--- config.mk ---
export PLATFORM = sky130hd
export DESIGN_NAME = buck_power_stage_gate_control
export DESIGN_NICKNAME = d
export VERILOG_FILES = /design/src/gate_ctrl_pkg.sv /design/src/buck_power_stage_gate_control.sv
export SDC_FILE = /design/constraint.sdc
export NUM_CORES = 1
export LEC_CHECK = 0
export BUFFER_PORTS_ARGS = -buffer_cell sky130_fd_sc_hd__buf_2
export CORE_MARGIN = 5
export CORE_UTILIZATION = 45
export DETAILED_ROUTE_END_ITERATION = 12
export PLACE_DENSITY = 0.72
export SKIP_CTS_REPAIR_TIMING = 1
export SYNTH_ARGS = -nofsm -noshare
export SYNTH_HDL_FRONTEND = slang
export SYNTH_SLANG_ARGS = --single-unit
--- constraint.sdc ---
create_clock -name clock -period 3.61 [get_ports clock]
set_input_delay 1.083 -clock clock [delete_from_list [all_inputs] [get_ports clock]]
set_output_delay 1.083 -clock clock [all_outputs]
set_load 0.02 [all_outputs]
--- src/gate_ctrl_pkg.sv ---
// Function
// - Open mode select reads as middle level
// - Mode high: middle PWM, high off, low on
// - Low gate held through blanking, then zero-cross release
// - Early zero current: hold low gate until blanking ends
// - Late zero current: hold low gate until detected
// - Middle-low-middle: blanking starts at low, held
// - Mode middle: low gate released at zero cross
// - Mode low: middle PWM turns both gates off
// - High gate follows PWM in phase
// - High gate low when disabled or long middle
// - Low gate inverse of PWM, low when disabled
// - Dead time on both gate handovers
// - Low bootstrap voltage: ignore PWM, refresh
// - Refresh pulse 100-200 ns every 7-14 us
// - Fault output low until power ready
// - Fault on overcurrent, bootstrap low, overtemperature
// - Overtemperature flag set 140C, cleared 125C
// - Overcurrent truncates high gate with hysteresis
// - Ten consecutive overcurrent cycles raise fault
// - Overcurrent never disables the drivers
// - Enable low forces both gates low; here stage_enable_n is active low, so stage_enable_n high forces them low
package gate_ctrl_pkg;

	localparam int unsigned CLK_HZ         = 40_000_000;
	localparam int unsigned DEAD_NS        = 20;
	localparam int unsigned DEAD_CYC       = (DEAD_NS * 40 + 999) / 1000 < 1 ? 1 :
		(DEAD_NS * 40 + 999) / 1000;
	localparam int unsigned BLANK_NS       = 300;
	localparam int unsigned BLANK_CYC      = (BLANK_NS * 40 + 999) / 1000;
	localparam int unsigned HOLDOFF_NS     = 100;
	localparam int unsigned HOLDOFF_CYC    = (HOLDOFF_NS * 40 + 999) / 1000;
	localparam int unsigned MID_QUAL_NS    = 50;
	localparam int unsigned MID_QUAL_CYC   = (MID_QUAL_NS * 40 + 999) / 1000;
	localparam int unsigned REFRESH_ON_NS  = 150;
	localparam int unsigned REFRESH_ON_CYC = (REFRESH_ON_NS * 40) / 1000;
	localparam int unsigned REFRESH_PER_NS = 10_000;
	localparam int unsigned REFRESH_PER_CYC = (REFRESH_PER_NS * 40) / 1000;
	localparam int unsigned OC_FAULT_COUNT = 10;
	localparam int unsigned TIMER_W        = 10;

	typedef enum logic [1:0]
	{
		LVL_LOW,
		LVL_HIGH,
		LVL_MID
	} level_t;

	// Raw comparator outputs of a three-level pin
	typedef struct packed
	{
		logic above_high;
		logic below_low;
	} tri_pin_t;

	typedef enum logic [2:0]
	{
		ST_OFF,
		ST_HIGH_ON,
		ST_DEAD_TO_LOW,
		ST_LOW_ON,
		ST_DEAD_TO_HIGH,
		ST_REFRESH
	} gate_state_t;

	// Analog sense comparators, already synchronous
	typedef struct packed
	{
		logic power_ready;
		logic boot_below_low;
		logic boot_above_high;
		logic over_current;
		logic over_current_clear;
		logic temp_above_140;
		logic temp_below_125;
		logic zero_cross_detect;
	} sense_t;

endpackage

--- src/buck_power_stage_gate_control.sv ---
module buck_power_stage_gate_control
(
	input  wire logic                   clock,
	input  wire logic                   reset,
	input  wire gate_ctrl_pkg::tri_pin_t pwm_pin,
	input  wire gate_ctrl_pkg::tri_pin_t zero_cross_mode_sel,
	input  wire logic                   stage_enable_n,
	input  wire gate_ctrl_pkg::sense_t   sense,
	output logic                        high_gate,
	output logic                        low_gate,
	output logic                        temp_fault_out,
	output logic                        overtemp_flag,
	output logic                        overcurrent_trip
);
	import gate_ctrl_pkg::*;

	typedef struct packed
	{
		gate_state_t       state;
		level_t            pwm;
		level_t            mode;
		logic [TIMER_W-1:0] mid_qual;
		logic [TIMER_W-1:0] mode_qual;
		logic [TIMER_W-1:0] dead;
		logic [TIMER_W-1:0] blank;
		logic [TIMER_W-1:0] holdoff;
		logic [TIMER_W-1:0] refresh;
		logic              zc_armed;
		logic              zc_released;
		logic              refreshing;
		logic              oc_block;
		logic              oc_seen;
		logic [3:0]        oc_count;
		logic              oc_fault;
		logic              ot_flag;
		logic              high_gate;
		logic              low_gate;
		logic              fault;
	} state_t;

	state_t state_reg;
	state_t state_next;

	level_t pwm_raw;
	level_t mode_raw;
	logic   enabled;
	logic   want_high;
	logic   want_low;
	logic   blank_done;

	// Raw decode of each three-level pin; neither comparator means middle
	always_comb
	begin
		if (pwm_pin.above_high)
			pwm_raw = LVL_HIGH;
		else if (pwm_pin.below_low)
			pwm_raw = LVL_LOW;
		else
			pwm_raw = LVL_MID;
		// An open select floats to the divider midpoint
		if (zero_cross_mode_sel.above_high)
			mode_raw = LVL_HIGH;
		else if (zero_cross_mode_sel.below_low)
			mode_raw = LVL_LOW;
		else
			mode_raw = LVL_MID;
	end

	assign enabled    = !stage_enable_n && sense.power_ready;
	assign blank_done = (state_reg.blank == '0);

	// Desired gate from decoded PWM and mode
	always_comb
	begin
		want_high = 1'b0;
		want_low  = 1'b0;
		case (state_reg.pwm)
			LVL_HIGH:
			begin
				want_high = !state_reg.oc_block;
			end
			LVL_LOW:
			begin
				if (state_reg.mode == LVL_MID)
					want_low = state_reg.low_gate ? !(state_reg.zc_armed
						&& blank_done && sense.zero_cross_detect) : !state_reg.zc_released;
				else
					want_low = 1'b1;
			end
			LVL_MID:
			begin
				if (state_reg.mode == LVL_HIGH)
					want_low = state_reg.low_gate ? !(blank_done && sense.zero_cross_detect)
						: (state_reg.holdoff != '0);
				else if (state_reg.mode == LVL_MID && state_reg.zc_armed)
					want_low = !(blank_done && sense.zero_cross_detect);
				else
					want_low = 1'b0;
			end
			default:
			begin
				want_high = 1'b0;
				want_low  = 1'b0;
			end
		endcase
	end

	// Next state of the whole stage
	always_comb
	begin
		state_next = state_reg;

		// Middle level counts only after it has stood for the qualify time
		if (pwm_raw == LVL_MID)
		begin
			if (state_reg.mid_qual < TIMER_W'(MID_QUAL_CYC))
				state_next.mid_qual = state_reg.mid_qual + 1'b1;
			else
				state_next.pwm = LVL_MID;
		end
		else
		begin
			state_next.mid_qual = '0;
			state_next.pwm      = pwm_raw;
			state_next.zc_released = state_reg.zc_released && (pwm_raw == state_reg.pwm);
		end
		if (mode_raw == LVL_MID)
		begin
			if (state_reg.mode_qual < TIMER_W'(MID_QUAL_CYC))
				state_next.mode_qual = state_reg.mode_qual + 1'b1;
			else
				state_next.mode = LVL_MID;
		end
		else
		begin
			state_next.mode_qual = '0;
			state_next.mode      = mode_raw;
		end

		// Hold-off counter for the three-state window
		if (state_reg.pwm == LVL_MID)
		begin
			if (state_reg.holdoff != '0)
				state_next.holdoff = state_reg.holdoff - 1'b1;
		end
		else
			state_next.holdoff = TIMER_W'(HOLDOFF_CYC);

		// Blanking restarts when the low gate turns on after dead time, not on refresh pulses
		if (state_reg.blank != '0)
			state_next.blank = state_reg.blank - 1'b1;
		if (state_reg.dead != '0)
			state_next.dead = state_reg.dead - 1'b1;

		// Overcurrent: truncate high gate only, with hysteresis
		if (sense.over_current)
			state_next.oc_block = 1'b1;
		else if (sense.over_current_clear)
			state_next.oc_block = 1'b0;
		if (sense.over_current && state_reg.high_gate)
			state_next.oc_seen = 1'b1;

		// Overtemperature with hysteresis; gates keep following PWM
		if (sense.temp_above_140)
			state_next.ot_flag = 1'b1;
		else if (sense.temp_below_125)
			state_next.ot_flag = 1'b0;

		// Bootstrap refresh request and end
		if (enabled && sense.boot_below_low)
			state_next.refreshing = 1'b1;
		else if (sense.boot_above_high || !enabled)
			state_next.refreshing = 1'b0;
		if (state_reg.refresh != '0)
			state_next.refresh = state_reg.refresh - 1'b1;

		case (state_reg.state)
			ST_OFF:
			begin
				state_next.high_gate = 1'b0;
				state_next.low_gate  = 1'b0;
				if (!enabled)
					state_next.state = ST_OFF;
				else if (state_reg.refreshing)
				begin
					state_next.state   = ST_REFRESH;
					state_next.refresh = TIMER_W'(REFRESH_ON_CYC);
				end
				else if (want_high && state_reg.holdoff != '0)
				begin
					state_next.state = ST_DEAD_TO_HIGH;
					state_next.dead  = TIMER_W'(DEAD_CYC);
				end
				else if (want_low)
				begin
					state_next.state = ST_DEAD_TO_LOW;
					state_next.dead  = TIMER_W'(DEAD_CYC);
				end
				else
					state_next.state = ST_OFF;
			end
			ST_HIGH_ON:
			begin
				if (!enabled || !want_high || state_reg.refreshing)
				begin
					// Cycle ends: update consecutive overcurrent count
					state_next.high_gate = 1'b0;
					state_next.state     = ST_DEAD_TO_LOW;
					state_next.dead      = TIMER_W'(DEAD_CYC);
					if (state_reg.oc_seen || sense.over_current)
					begin
						if (state_reg.oc_count < 4'(OC_FAULT_COUNT))
							state_next.oc_count = state_reg.oc_count + 1'b1;
					end
					else
						state_next.oc_count = '0;
					state_next.oc_seen = 1'b0;
				end
			end
			ST_DEAD_TO_LOW:
			begin
				if (!enabled)
					state_next.state = ST_OFF;
				else if (state_reg.dead == '0)
				begin
					if (want_low && !state_reg.refreshing)
					begin
						state_next.low_gate = 1'b1;
						state_next.state    = ST_LOW_ON;
						state_next.blank    = TIMER_W'(BLANK_CYC);
						state_next.zc_armed = 1'b1;
					end
					else
						state_next.state = ST_OFF;
				end
			end
			ST_LOW_ON:
			begin
				if (!enabled)
				begin
					state_next.low_gate = 1'b0;
					state_next.state    = ST_OFF;
				end
				else if (state_reg.refreshing)
				begin
					state_next.low_gate = 1'b0;
					state_next.state    = ST_OFF;
				end
				else if (want_high)
				begin
					state_next.low_gate = 1'b0;
					state_next.state    = ST_DEAD_TO_HIGH;
					state_next.dead     = TIMER_W'(DEAD_CYC);
					state_next.zc_armed = 1'b0;
				end
				else if (!want_low)
				begin
					state_next.low_gate = 1'b0;
					state_next.state    = ST_OFF;
					state_next.zc_released = 1'b1;
					state_next.zc_armed = 1'b0;
				end
			end
			ST_DEAD_TO_HIGH:
			begin
				if (!enabled || !want_high || state_reg.refreshing)
					state_next.state = ST_OFF;
				else if (state_reg.dead == '0)
				begin
					state_next.high_gate = 1'b1;
					state_next.state     = ST_HIGH_ON;
				end
			end
			ST_REFRESH:
			begin
				// PWM ignored; short low gate pulse each period
				state_next.high_gate = 1'b0;
				if (!state_reg.refreshing || !enabled)
				begin
					state_next.low_gate = 1'b0;
					state_next.state    = ST_OFF;
				end
				else if (state_reg.refresh == '0)
				begin
					state_next.low_gate = !state_reg.low_gate;
					state_next.refresh  = state_reg.low_gate ?
						TIMER_W'(REFRESH_PER_CYC - REFRESH_ON_CYC) :
						TIMER_W'(REFRESH_ON_CYC);
				end
			end
			default:
			begin
				state_next.state     = ST_OFF;
				state_next.high_gate = 1'b0;
				state_next.low_gate  = 1'b0;
			end
		endcase

		// Long middle level forces the high gate off
		if (state_reg.pwm == LVL_MID && state_reg.holdoff == '0)
			state_next.high_gate = 1'b0;

		state_next.oc_fault = (state_next.oc_count >= 4'(OC_FAULT_COUNT));
		// Held low before power ready, else any fault source
		state_next.fault = sense.power_ready && (state_next.oc_fault
			|| state_reg.refreshing || state_next.ot_flag);
	end

	// State register; every output is one of its bits
	always_ff @(posedge clock or posedge reset)
	begin
		if (reset)
		begin
			state_reg          <= '0;
			state_reg.state    <= ST_OFF;
			state_reg.pwm      <= LVL_MID;
			state_reg.mode     <= LVL_MID;
		end
		else
			state_reg <= state_next;
	end

	assign high_gate        = state_reg.high_gate;
	assign low_gate         = state_reg.low_gate;
	assign temp_fault_out   = state_reg.fault;
	assign overtemp_flag    = state_reg.ot_flag;
	assign overcurrent_trip = state_reg.oc_block;
endmodule

======== Word level (Yosys, flattened, before mapping) ========
Cells that the tools add are included.
storage, ports and cells
  output and inout port bits .............. 5
  bits in registers ....................... 80
  logic and storage cells ................. 204
  input bits .............................. 15
cells by class
  reductions and logical operators ........ 47
  muxes and demuxes ....................... 93
  magnitude comparators ................... 4
  add/subtract/negate cells ............... 7
  bitwise logic cells ..................... 1
  equal/unequal tests ..................... 33
operator list
  cell                                                          number
  two-way mux 10 bit                                            25
  logical NOT 10 bit                                            4
  nonzero test 10 bit                                           4
  subtractor 10 x 1 -> 10 bit (second input constant)           4
  two-way mux 3 bit                                             13
  two-way mux 1 bit                                             30
  case mux 10 bit (3 select lines)                              1
  two-way mux 2 bit                                             13
  inequality test 3 bit (second input constant)                 7
  adder 10 x 1 -> 10 bit (second input constant)                2
  less-than comparator 10 x 2 -> 1 bit (second input constant)  2
  inequality test 2 bit (second input constant)                 10
  case mux 10 bit (2 select lines)                              1
  case mux 3 bit (6 select lines)                               1
  logical AND 1 bit                                             12
  two-way mux 5 bit                                             2
  logical NOT 1 bit                                             9
  two-way mux 9 bit                                             1
  equality test 2 bit (second input constant)                   4
  two-way mux 4 bit                                             2
  logical OR 1 bit                                              7
  AND reduction 7 bit                                           1
  equality test 3 x 2 -> 1 bit (second input constant)          2
  equality test 3 bit (second input constant)                   2
  other kinds (19)                                              26

======== Depth between registers and ports, before layout ========
Gate-level depths: netlist of run 1.
  word-level depth ........................ 12
  mapped depth ............................ 9
  mapped depth without buffers ............ 8

======== Least setup slack after synthesis of run 1 ========
OpenSTA, ideal clock, no wires.
  kind .................................... input-to-reg
  start ................................... input port stage_enable_n
  end ..................................... register state_reg[45] in the netlist's numbering
  path slack .............................. 1.131 ns
  library setup time ...................... 0.152 ns
  buffers on the path ..................... 0
  required time ........................... 3.458 ns
  stages .................................. 6
  arrival time ............................ 2.328 ns
  path through ............................ nand2b_2 > nor2_1 > and3_1 > o21ai_0 > a221oi_2 > a211oi_1
RTL lines
  item                    line                                  text
  start: declaration      buck_power_stage_gate_control.sv:7    input wire logic stage_enable_n,
  end signal: assignment  buck_power_stage_gate_control.sv:320  state_reg <= state_next;
  end: declaration        buck_power_stage_gate_control.sv:41   state_t state_reg;

==> results of run 1 <==
layout make-up:
| cell class | count | area share |
|---|---|---|
| inverters | 20 | 0.0163 |
| clock inverters | 4 | 0.0166 |
| clock buffers | 12 | 0.0316 |
| well taps | 111 | 0.0302 |
| flip-flops and latches | 80 | 0.436 |
| multi-input cells | 319 | 0.443 |
| repair buffers | 21 | 0.0267 |
where the power goes:
part,switching [uW],leakage [uW],total (uW),internal (uW)
combinational,340,0.000853,623,283
clock,323,0.000107,734,411
sequential,185,0.00102,1250,1070
total,847,0.00199,2610,1760
cells by family (layout without fill, tap and decap cells):
kind of cell	count (synthesis)	count (layout)
simple gates	189	189
mux	1	1
xor+xnor	27	27
flops	80	80
fa+ha+maj	10	10
compound gates	92	92
buf+inv	31	57
cells in the final DEF, fill, tap and decap left out, types with 3 or more instances in the layout:
cell / count
dfrtp_1: 78
nor2_1: 54
a21oi_1: 29
nand2_1: 25
nor3_1: 21
o21ai_0: 20
inv_1: 19
buf_2: 19
and2_1: 15
xnor2_1: 14
xor2_1: 13
nand2b_1: 10
nand3_1: 10
nor4_1: 10
ha_1: 10
clkbuf_8: 10
or3_1: 6
or4_1: 6
nor2b_1: 4
a21boi_0: 4
a211oi_1: 4
a31oi_1: 4
or3b_2: 3
and3_1: 3
o31ai_1: 3
a21o_1: 3
nor3b_1: 3
path summary, 6_finish.rpt:
check | to | startpoint | slack [ns] | cells after the start
setup reg to reg | state_reg[36]$_DFF_PP0_ | state_reg[34]$_DFF_PP0_ | 1.01 | 9
min in group asynchronous | state_reg[54]$_DFFE_PP0P_ | reset | 0.82 | 2
hold reg to reg | state_reg[58]$_DFFE_PP0P_ | state_reg[58]$_DFFE_PP0P_ | 0.49 | 1
setup / recovery | state_reg[48]$_DFF_PP0_ | stage_enable_n | 0.97 | 7
hold / removal | state_reg[58]$_DFFE_PP0P_ | state_reg[58]$_DFFE_PP0P_ | 0.49 | 1
max in group asynchronous | state_reg[75]$_DFFE_PP1P_ | reset | 2.05 | 3
worst reg2reg max path: stages (launching register included):
cell and delay [ns]:
dfrtp_1 0.39, inv_1 0.13, ha_1 0.17, or3b_2 0.49
nor4_4 0.31, and3_1 0.26, o22a_4 0.19, nor4_2 0.06
buf_4 0.18, or2_2 0.29
metrics by stage:
stage               setup slack, ns  area, um^2
floorplan                     0.479        4160
global route                  0.820        4600
detailed placement            0.655        4380
finish                        0.970        4600
CTS                           0.989        4600
global placement              0.770        4380
layer usage:
layer	track usage	share of wire	vias to the layer above
li1	-	-	1571
met1	0.201	0.46	1497
met2	0.248	0.47	58
met3	0.0322	0.043	15
met4	0.0740	0.023	0
met5	0	0	-
==> results.cfg, run 1 <==
[setup_path]
worstPathRequired_ns = 3.82
crit_path_max_fanout = 10
cp_cell_sequence = buf_2, nand2b_2, nor2_1, and3_1, o21ai_0, a221oi_2, nor2_1
path_common_cell = nor2_1
worst_path_max_delay_cell = a221oi_2
startpoint_type = input pin
crit_buf_inv = 1
endpoint_kind = flip-flop
arrival_ns = 2.85
crit_type = input pin to flip-flop
slowest_delay_ns = 0.68
critPathTopFamily = simple AND/OR/NAND/NOR gates

[finish]
area.sequential_um2 = 2000
stdcell_count = 567
multi_input_area_um2 = 2030
antenna_cells = 0
fin_nets = 476
areaGrowthSynthToFinish_pct = 10.4
layout-drive-gt1-share = 0.136
largest_reg_flops = 75
final_core_util = 0.505
final.fill_count = 829

[die]
die_w_um = 106
io_pins = 20
dieArea_um2 = 11300
core.rowCount = 35
coreArea_um2 = 9110
die_y_um = 106
initial_core_util = 0.457

[synthesis]
synth_top_family_by_area = simple AND/OR/NAND/NOR gates
synth_compound_area_frac = 0.152
synth_edf_count = 0
yosysWarnings = 0
synthFlopType = dfrtp_1
synth_cell_types = 72
syn_area_um2 = 4160
syn_area_per_cell_um2 = 9.68
synthSimpleGateAreaFrac = 0.247
netlist.area_leader.share = 0.469
yosysMostFrequentCell = dfrtp_1
seq_area_frac_synth = 0.481
synth_common_cells = dfrtp_1 (78), nor2_1 (54), a21oi_1 (29), nand2_1 (25), nor3_1 (21)
synth.area.mux_share = 0.00240
synth-xor-area-share = 0.0568
ys_ff_latch = 80
synthAdderAreaFrac = 0.0300
synth.area.top_cells = dfrtp_1 (47%), nor2_1 (4.9%), a21oi_1 (3.5%)
yosysTopAreaCell = dfrtp_1
syn_inst = 430
async_reset_ff_frac = 1.00
syn-num-nets = 455

[drt]
ant_nets = 0
drcViolationCount = 0
wl_per_cell_um = 14.3
viasPerCell = 5.54
drtIter0Drc = 116
dr.pass1.iters = 4
via_count = 3141
wl_mm = 8.09

[clocking]
path_clk_slew_ns = 0.08
clock-sinks = 80
cts_buffers = 9
insertion_delay_ns = 0.36
cts.path.max_buffers = 2
clockRootBuffer = clkbuf_8
cts_max_level = 3
cts_tree = built

[grt]
grt.total_usage = 0.155
grt_max_degree = 49
antenna_found_initial = 0
overflow = 0
grt_pass1_vias = 3099
grt_first_pass_wirelength_mm = 14.1

[sta]
finalCriticalPeriod_ns = 2.64
timing.final.crit_share = 0.731
finalHoldViolCount = 0
max-slew-margin-rel = 0.435
worst_hold_slack_ns = 0.489
rsz0062_at_grt = false
worstMarginPinSlew_ns = 0.840
skew_ns = 0.00657
slew_viol_final = 0
fmax_ghz = 0.379
setup_viol = 0
fin_tns_setup_ns = 0

[pwr]
ir_worst_vdd_mv = 0.237
leakage_uw = 0.00199
finalPower_uw = 2610
p_per_area_nw_per_um2 = 568

[place]
hpwlAfterDp_mm = 5.74
port_buffers = 19
placed_cells = 551
place_congestion = 0.880

[run]
maxCapViolCount = 0

[run_status]
status = complete, no violations

[worst_hold_path]
worst_hold_path_type = flip-flop to flip-flop
Power figures use the tool's default switching activity.
==> inputs of run 2 (changes only) <==
clock period = 2.6 ns   (was 3.61 ns; I/O delays follow)
==> run 2 against run 1 <==
  * First-iteration DRC count up 45%
  * Cell count up 1.8%
  * Non-clock buffer count up 10
  * Worst setup slack worse by 0.82 ns
  * Total power up 40%
  * Critical path type is now flip-flop to flip-flop
  * Largest cell class unchanged
==> results.cfg, run 2 (synthesis results as in run 1) <==
[sta]
finalHoldViolCount = 0
slew_viol_final = 0
worst_hold_slack_ns = 0.488
max-slew-margin-rel = 0.486
worstMarginPinSlew_ns = 0.764
fmax_ghz = 0.407
setup_viol = 0
worst_slack_ns = 0.145
rsz0062_at_grt = false
fin_tns_setup_ns = 0
skew_ns = 0.00888
finalCriticalPeriod_ns = 2.46
timing.final.crit_share = 0.944

[pwr]
switching_share = 0.329
p_clk_frac = 0.277
p_per_area_nw_per_um2 = 780
cell_internal_pwr_uw = 2450
leakage_uw = 0.00204
power_frac_seq = 0.476
p_sw_uw = 1200
power_frac_comb = 0.246
ir_worst_vdd_mv = 0.302

[drt]
drcViolationCount = 0
via_count = 3210
dr.pass1.iters = 4
wl_mm = 8.07
wl_per_cell_um = 14.0
ant_nets = 0
viasPerCell = 5.56
drtIter0Drc = 168

[clocking]
clock-sinks = 80
clockRootBuffer = clkbuf_8
path_clk_slew_ns = 0.08
cts.path.max_buffers = 2
cts_tree = built
insertion_delay_ns = 0.35
cts_max_level = 3
cts_buffers = 9

[die]
die_y_um = 106
dieArea_um2 = 11300
io_pins = 20
core.rowCount = 35
die_w_um = 106
initial_core_util = 0.457
coreArea_um2 = 9110

[grt]
grt_pass1_vias = 3141
overflow = 0
grt.total_usage = 0.156
grt_first_pass_wirelength_mm = 14.4
grt_max_degree = 81
antenna_found_initial = 0

[setup_path]
crit_path_max_fanout = 10
critPathTopFamily = simple AND/OR/NAND/NOR gates
rr_worst_depth = 9
slowest_delay_ns = 0.60
worstPathRequired_ns = 2.84
endpoint_kind = flip-flop
arrival_ns = 2.70
worst_path_max_delay_cell = or4_4
crit_type = flip-flop to flip-flop
cp.depth = 9
crit_buf_inv = 2
startpoint_type = flip-flop
cp_cell_sequence = inv_1, ha_1, nand2b_1, or4_4, o2111ai_4, o22a_4, nor4_2, buf_4, or2_2

[finish]
final_common_cell = dfrtp_1
layout-drive-gt1-share = 0.157
areaGrowthSynthToFinish_pct = 12.2
largest_reg_flops = 75
final_cell_mix = dfrtp_1 (78), nor2_1 (54), a21oi_1 (29)
antenna_cells = 0
final_core_util = 0.513
fin_nets = 486
stdcell_count = 577
final.fill_count = 822

[run_status]
status = complete, no violations

[worst_hold_path]
worst_hold_path_type = flip-flop to flip-flop
holdPathStages = 1

[place]
place_congestion = 0.824
port_buffers = 19
hpwlAfterDp_mm = 5.82
dp_worst_setup_slack_ns = 0.158
placed_cells = 561

[run]
maxCapViolCount = 0
run 2: changes by cell type in the layout (fill, tap and decap cells not counted):
cell	change
inv_2	-1
buf_4	+10
clkbuf_8	-1
clkbuf_1	-1
clkinv_4	+2
clkinv_2	+1
run 2: area by class of cell:
type | count | area [um^2] | area share
multi-input combinational | 319 | 2030 | 0.435
clock buffer | 10 | 128 | 0.0273
tap | 111 | 139 | 0.0297
clock inverter | 6 | 91.3 | 0.0195
sequential | 80 | 2000 | 0.429
timing repair buffer | 31 | 198 | 0.0423
inverter | 20 | 78.8 | 0.0169
run 2: stage by stage:
step | power [uW] | instance area (um^2)
after CTS | 3680 | 4670
after floorplan | 2420 | 4170
after global routing | 3920 | 4670
final | 3640 | 4670
after detailed placement | 2660 | 4450
after global placement | 2620 | 4450
run 2: path summary, 6_finish.rpt:
| kind | start | end | slack, ns |
|---|---|---|---|
| max | state_reg[24]$_DFFE_PP0N_ | state_reg[36]$_DFF_PP0_ | 0.14 |
| max reg2reg | state_reg[24]$_DFFE_PP0N_ | state_reg[36]$_DFF_PP0_ | 0.14 |
| min | state_reg[69]$_DFFE_PP0P_ | state_reg[69]$_DFFE_PP0P_ | 0.49 |
| max in group asynchronous | reset | state_reg[77]$_DFFE_PP1P_ | 1.72 |
| min reg2reg | state_reg[69]$_DFFE_PP0P_ | state_reg[69]$_DFFE_PP0P_ | 0.49 |
| min in group asynchronous | reset | state_reg[18]$_DFF_PP0_ | 0.52 |
run 2: per-layer routing:
| metal | vias up | GRT usage | routed length (um) |
|---|---|---|---|
| li1 | 1604 | - | - |
| met1 | 1549 | 0.203 | 3770 |
| met2 | 47 | 0.260 | 3890 |
| met3 | 10 | 0.0352 | 293 |
| met4 | 0 | 0.0444 | 109 |
| met5 | - | 0 | 0 |
run 2: power groups by stage:
stage / sequential (uW) / combinational [uW] / clock, uW
final: 1740 / 897 / 1010
after global routing: 1780 / 1040 / 1100
after CTS: 1740 / 915 / 1030
after detailed placement: 1760 / 902 / 0
after global placement: 1750 / 872 / 0
after floorplan: 1700 / 717 / 0
==> inputs of run 3 (changes only) <==
BUFFER_PORTS_ARGS = -buffer_cell sky130_fd_sc_hd__buf_4   (was -buffer_cell sky130_fd_sc_hd__buf_2)
==> run 3 against run 2 <==
  * Routed wire length rose by 5.0%
  * Highest routed layer unchanged
  * Largest power group unchanged
  * Largest cell class unchanged
  * Non-clock buffer count stayed put
  * Total power rose by 1.2%
==> results.cfg, run 3 (synthesis results as in run 1) <==
[pwr]
power_frac_comb = 0.249
ir_worst_vdd_mv = 0.392
p_per_area_nw_per_um2 = 778
leakage_uw = 0.00206
finalPower_uw = 3690
cell_internal_pwr_uw = 2460
p_clk_frac = 0.279
power_frac_seq = 0.473
switching_share = 0.332
p_sw_uw = 1230

[sta]
max-slew-margin-rel = 0.399
worst_slack_ns = 0.155
setup_viol = 0
slew_viol_final = 0
finalCriticalPeriod_ns = 2.45
fmax_ghz = 0.409
timing.final.crit_share = 0.940
skew_ns = 0.0128
rsz0062_at_grt = false
finalHoldViolCount = 0
fin_tns_setup_ns = 0
worstMarginPinSlew_ns = 0.893

[grt]
antenna_found_initial = 0
grt_pass1_vias = 3245
grt.total_usage = 0.162
grt_max_degree = 34
overflow = 0
grt_first_pass_wirelength_mm = 14.9

[finish]
layout-drive-gt1-share = 0.159
antenna_cells = 0
final_common_cell = dfrtp_1
final_cell_area_um2 = 4740
final_core_util = 0.520
final_cell_mix = dfrtp_1 (78), nor2_1 (54), a21oi_1 (29), buf_4 (29), nand2_1 (25)
areaGrowthSynthToFinish_pct = 13.9
largest_reg_flops = 75
fin_nets = 486

[place]
place_congestion = 0.880
port_buffers = 19
dp_worst_setup_slack_ns = 0.175
hpwlAfterDp_mm = 6.17
postPlaceCellArea_um2 = 4510

[drt]
ant_nets = 0
drcViolationCount = 0
via_count = 3201
drtIter0Drc = 152
dr.pass1.iters = 4
viasPerCell = 5.55
wl_mm = 8.47
wl_per_cell_um = 14.7

[die]
io_pins = 20
initial_core_util = 0.457
coreArea_um2 = 9110
core.rowCount = 35
dieArea_um2 = 11300
die_y_um = 106
die_w_um = 106

[clocking]
cts_max_level = 3
cts.path.max_buffers = 2
clockRootBuffer = clkbuf_8
path_clk_slew_ns = 0.08
clock-sinks = 80
cts_buffers = 9
insertion_delay_ns = 0.35
cts_tree = built

[setup_path]
rr_worst_depth = 9
reg2reg_slack_ns = 0.15
startpoint_type = flip-flop
crit_buf_inv = 2
worstPathRequired_ns = 2.83
rr_startpoint = state_reg[35]$_DFF_PP0_
endpoint_kind = flip-flop
cp.depth = 9
crit_path_max_fanout = 10
arrival_ns = 2.68
cp_cell_sequence = inv_1, ha_1, or3b_2, nor4_4, and3_1, o22a_4, nor4_2, buf_4, or2_2
slowest_delay_ns = 0.49
r2r_end = state_reg[36]$_DFF_PP0_
worst_path_max_delay_cell = or3b_2
critPathTopFamily = simple AND/OR/NAND/NOR gates
crit_type = flip-flop to flip-flop

[run_status]
status = complete, no violations

[run]
maxCapViolCount = 0

[worst_hold_path]
worst_hold_path_type = input pin to async pin
[run 3: metal layers]
metal | part of all wire | vias to the layer above | global-route usage
met1 | 0.46 | 1536 | 0.210
li1 | - | 1600 | -
met4 | 0.017 | 0 | 0.0648
met2 | 0.49 | 56 | 0.266
met3 | 0.036 | 9 | 0.0340
met5 | 0 | - | 0
[run 3: worst register-to-register path, delay by kind of cell (launching register included)]
| kind | cells | cell delay (ns) |
|---|---|---|
| and+or+nand+nor | 5 | 1.26 |
| DFF | 1 | 0.40 |
| buffers and inverters | 2 | 0.29 |
| AOI/OAI and AO/OA | 1 | 0.19 |
| adders and majority gates | 1 | 0.18 |
[run 3: how the worst max path moves through the flow]
stage / to / slack [ns] / from
after floorplan: state_reg[79]$_DFFE_PP0P_ / 0.29 / state_reg[29]$_DFFE_PP0N_
after global placement: state_reg[36]$_DFF_PP0_ / 0.23 / state_reg[29]$_DFFE_PP0N_
after detailed placement: state_reg[36]$_DFF_PP0_ / 0.18 / state_reg[35]$_DFF_PP0_
after CTS: state_reg[36]$_DFF_PP0_ / 0.17 / state_reg[29]$_DFFE_PP0N_
after global routing: state_reg[36]$_DFF_PP0_ / 0.02 / state_reg[35]$_DFF_PP0_
final: state_reg[36]$_DFF_PP0_ / 0.15 / state_reg[35]$_DFF_PP0_
[run 3: final cells by class]
class / instances / area, um^2
Clock buffer: 9 / 124
Clock inverter: 7 / 103
Fill cell: 811 / 4370
Inverter: 20 / 78.8
Multi-Input combinational cell: 319 / 2030
Sequential cell: 80 / 2000
Tap cell: 111 / 139
Timing Repair Buffer: 31 / 258
[run 3: per-stage QoR]
step	hold WS [ns]	std cells
after global placement	0.469	561
after CTS	0.492	577
after detailed placement	0.472	561
after global routing	0.507	577
after floorplan	0.454	430
final	0.485	577
[run 3: power by group through the flow]
| stage | clock network [uW] | logic [uW] | registers [uW] |
|---|---|---|---|
| finish | 1030 | 917 | 1740 |
| global route | 1110 | 1060 | 1780 |
| CTS | 1050 | 928 | 1740 |
| detailed placement | 0 | 920 | 1760 |
| global placement | 0 | 882 | 1750 |
| floorplan | 0 | 717 | 1700 |
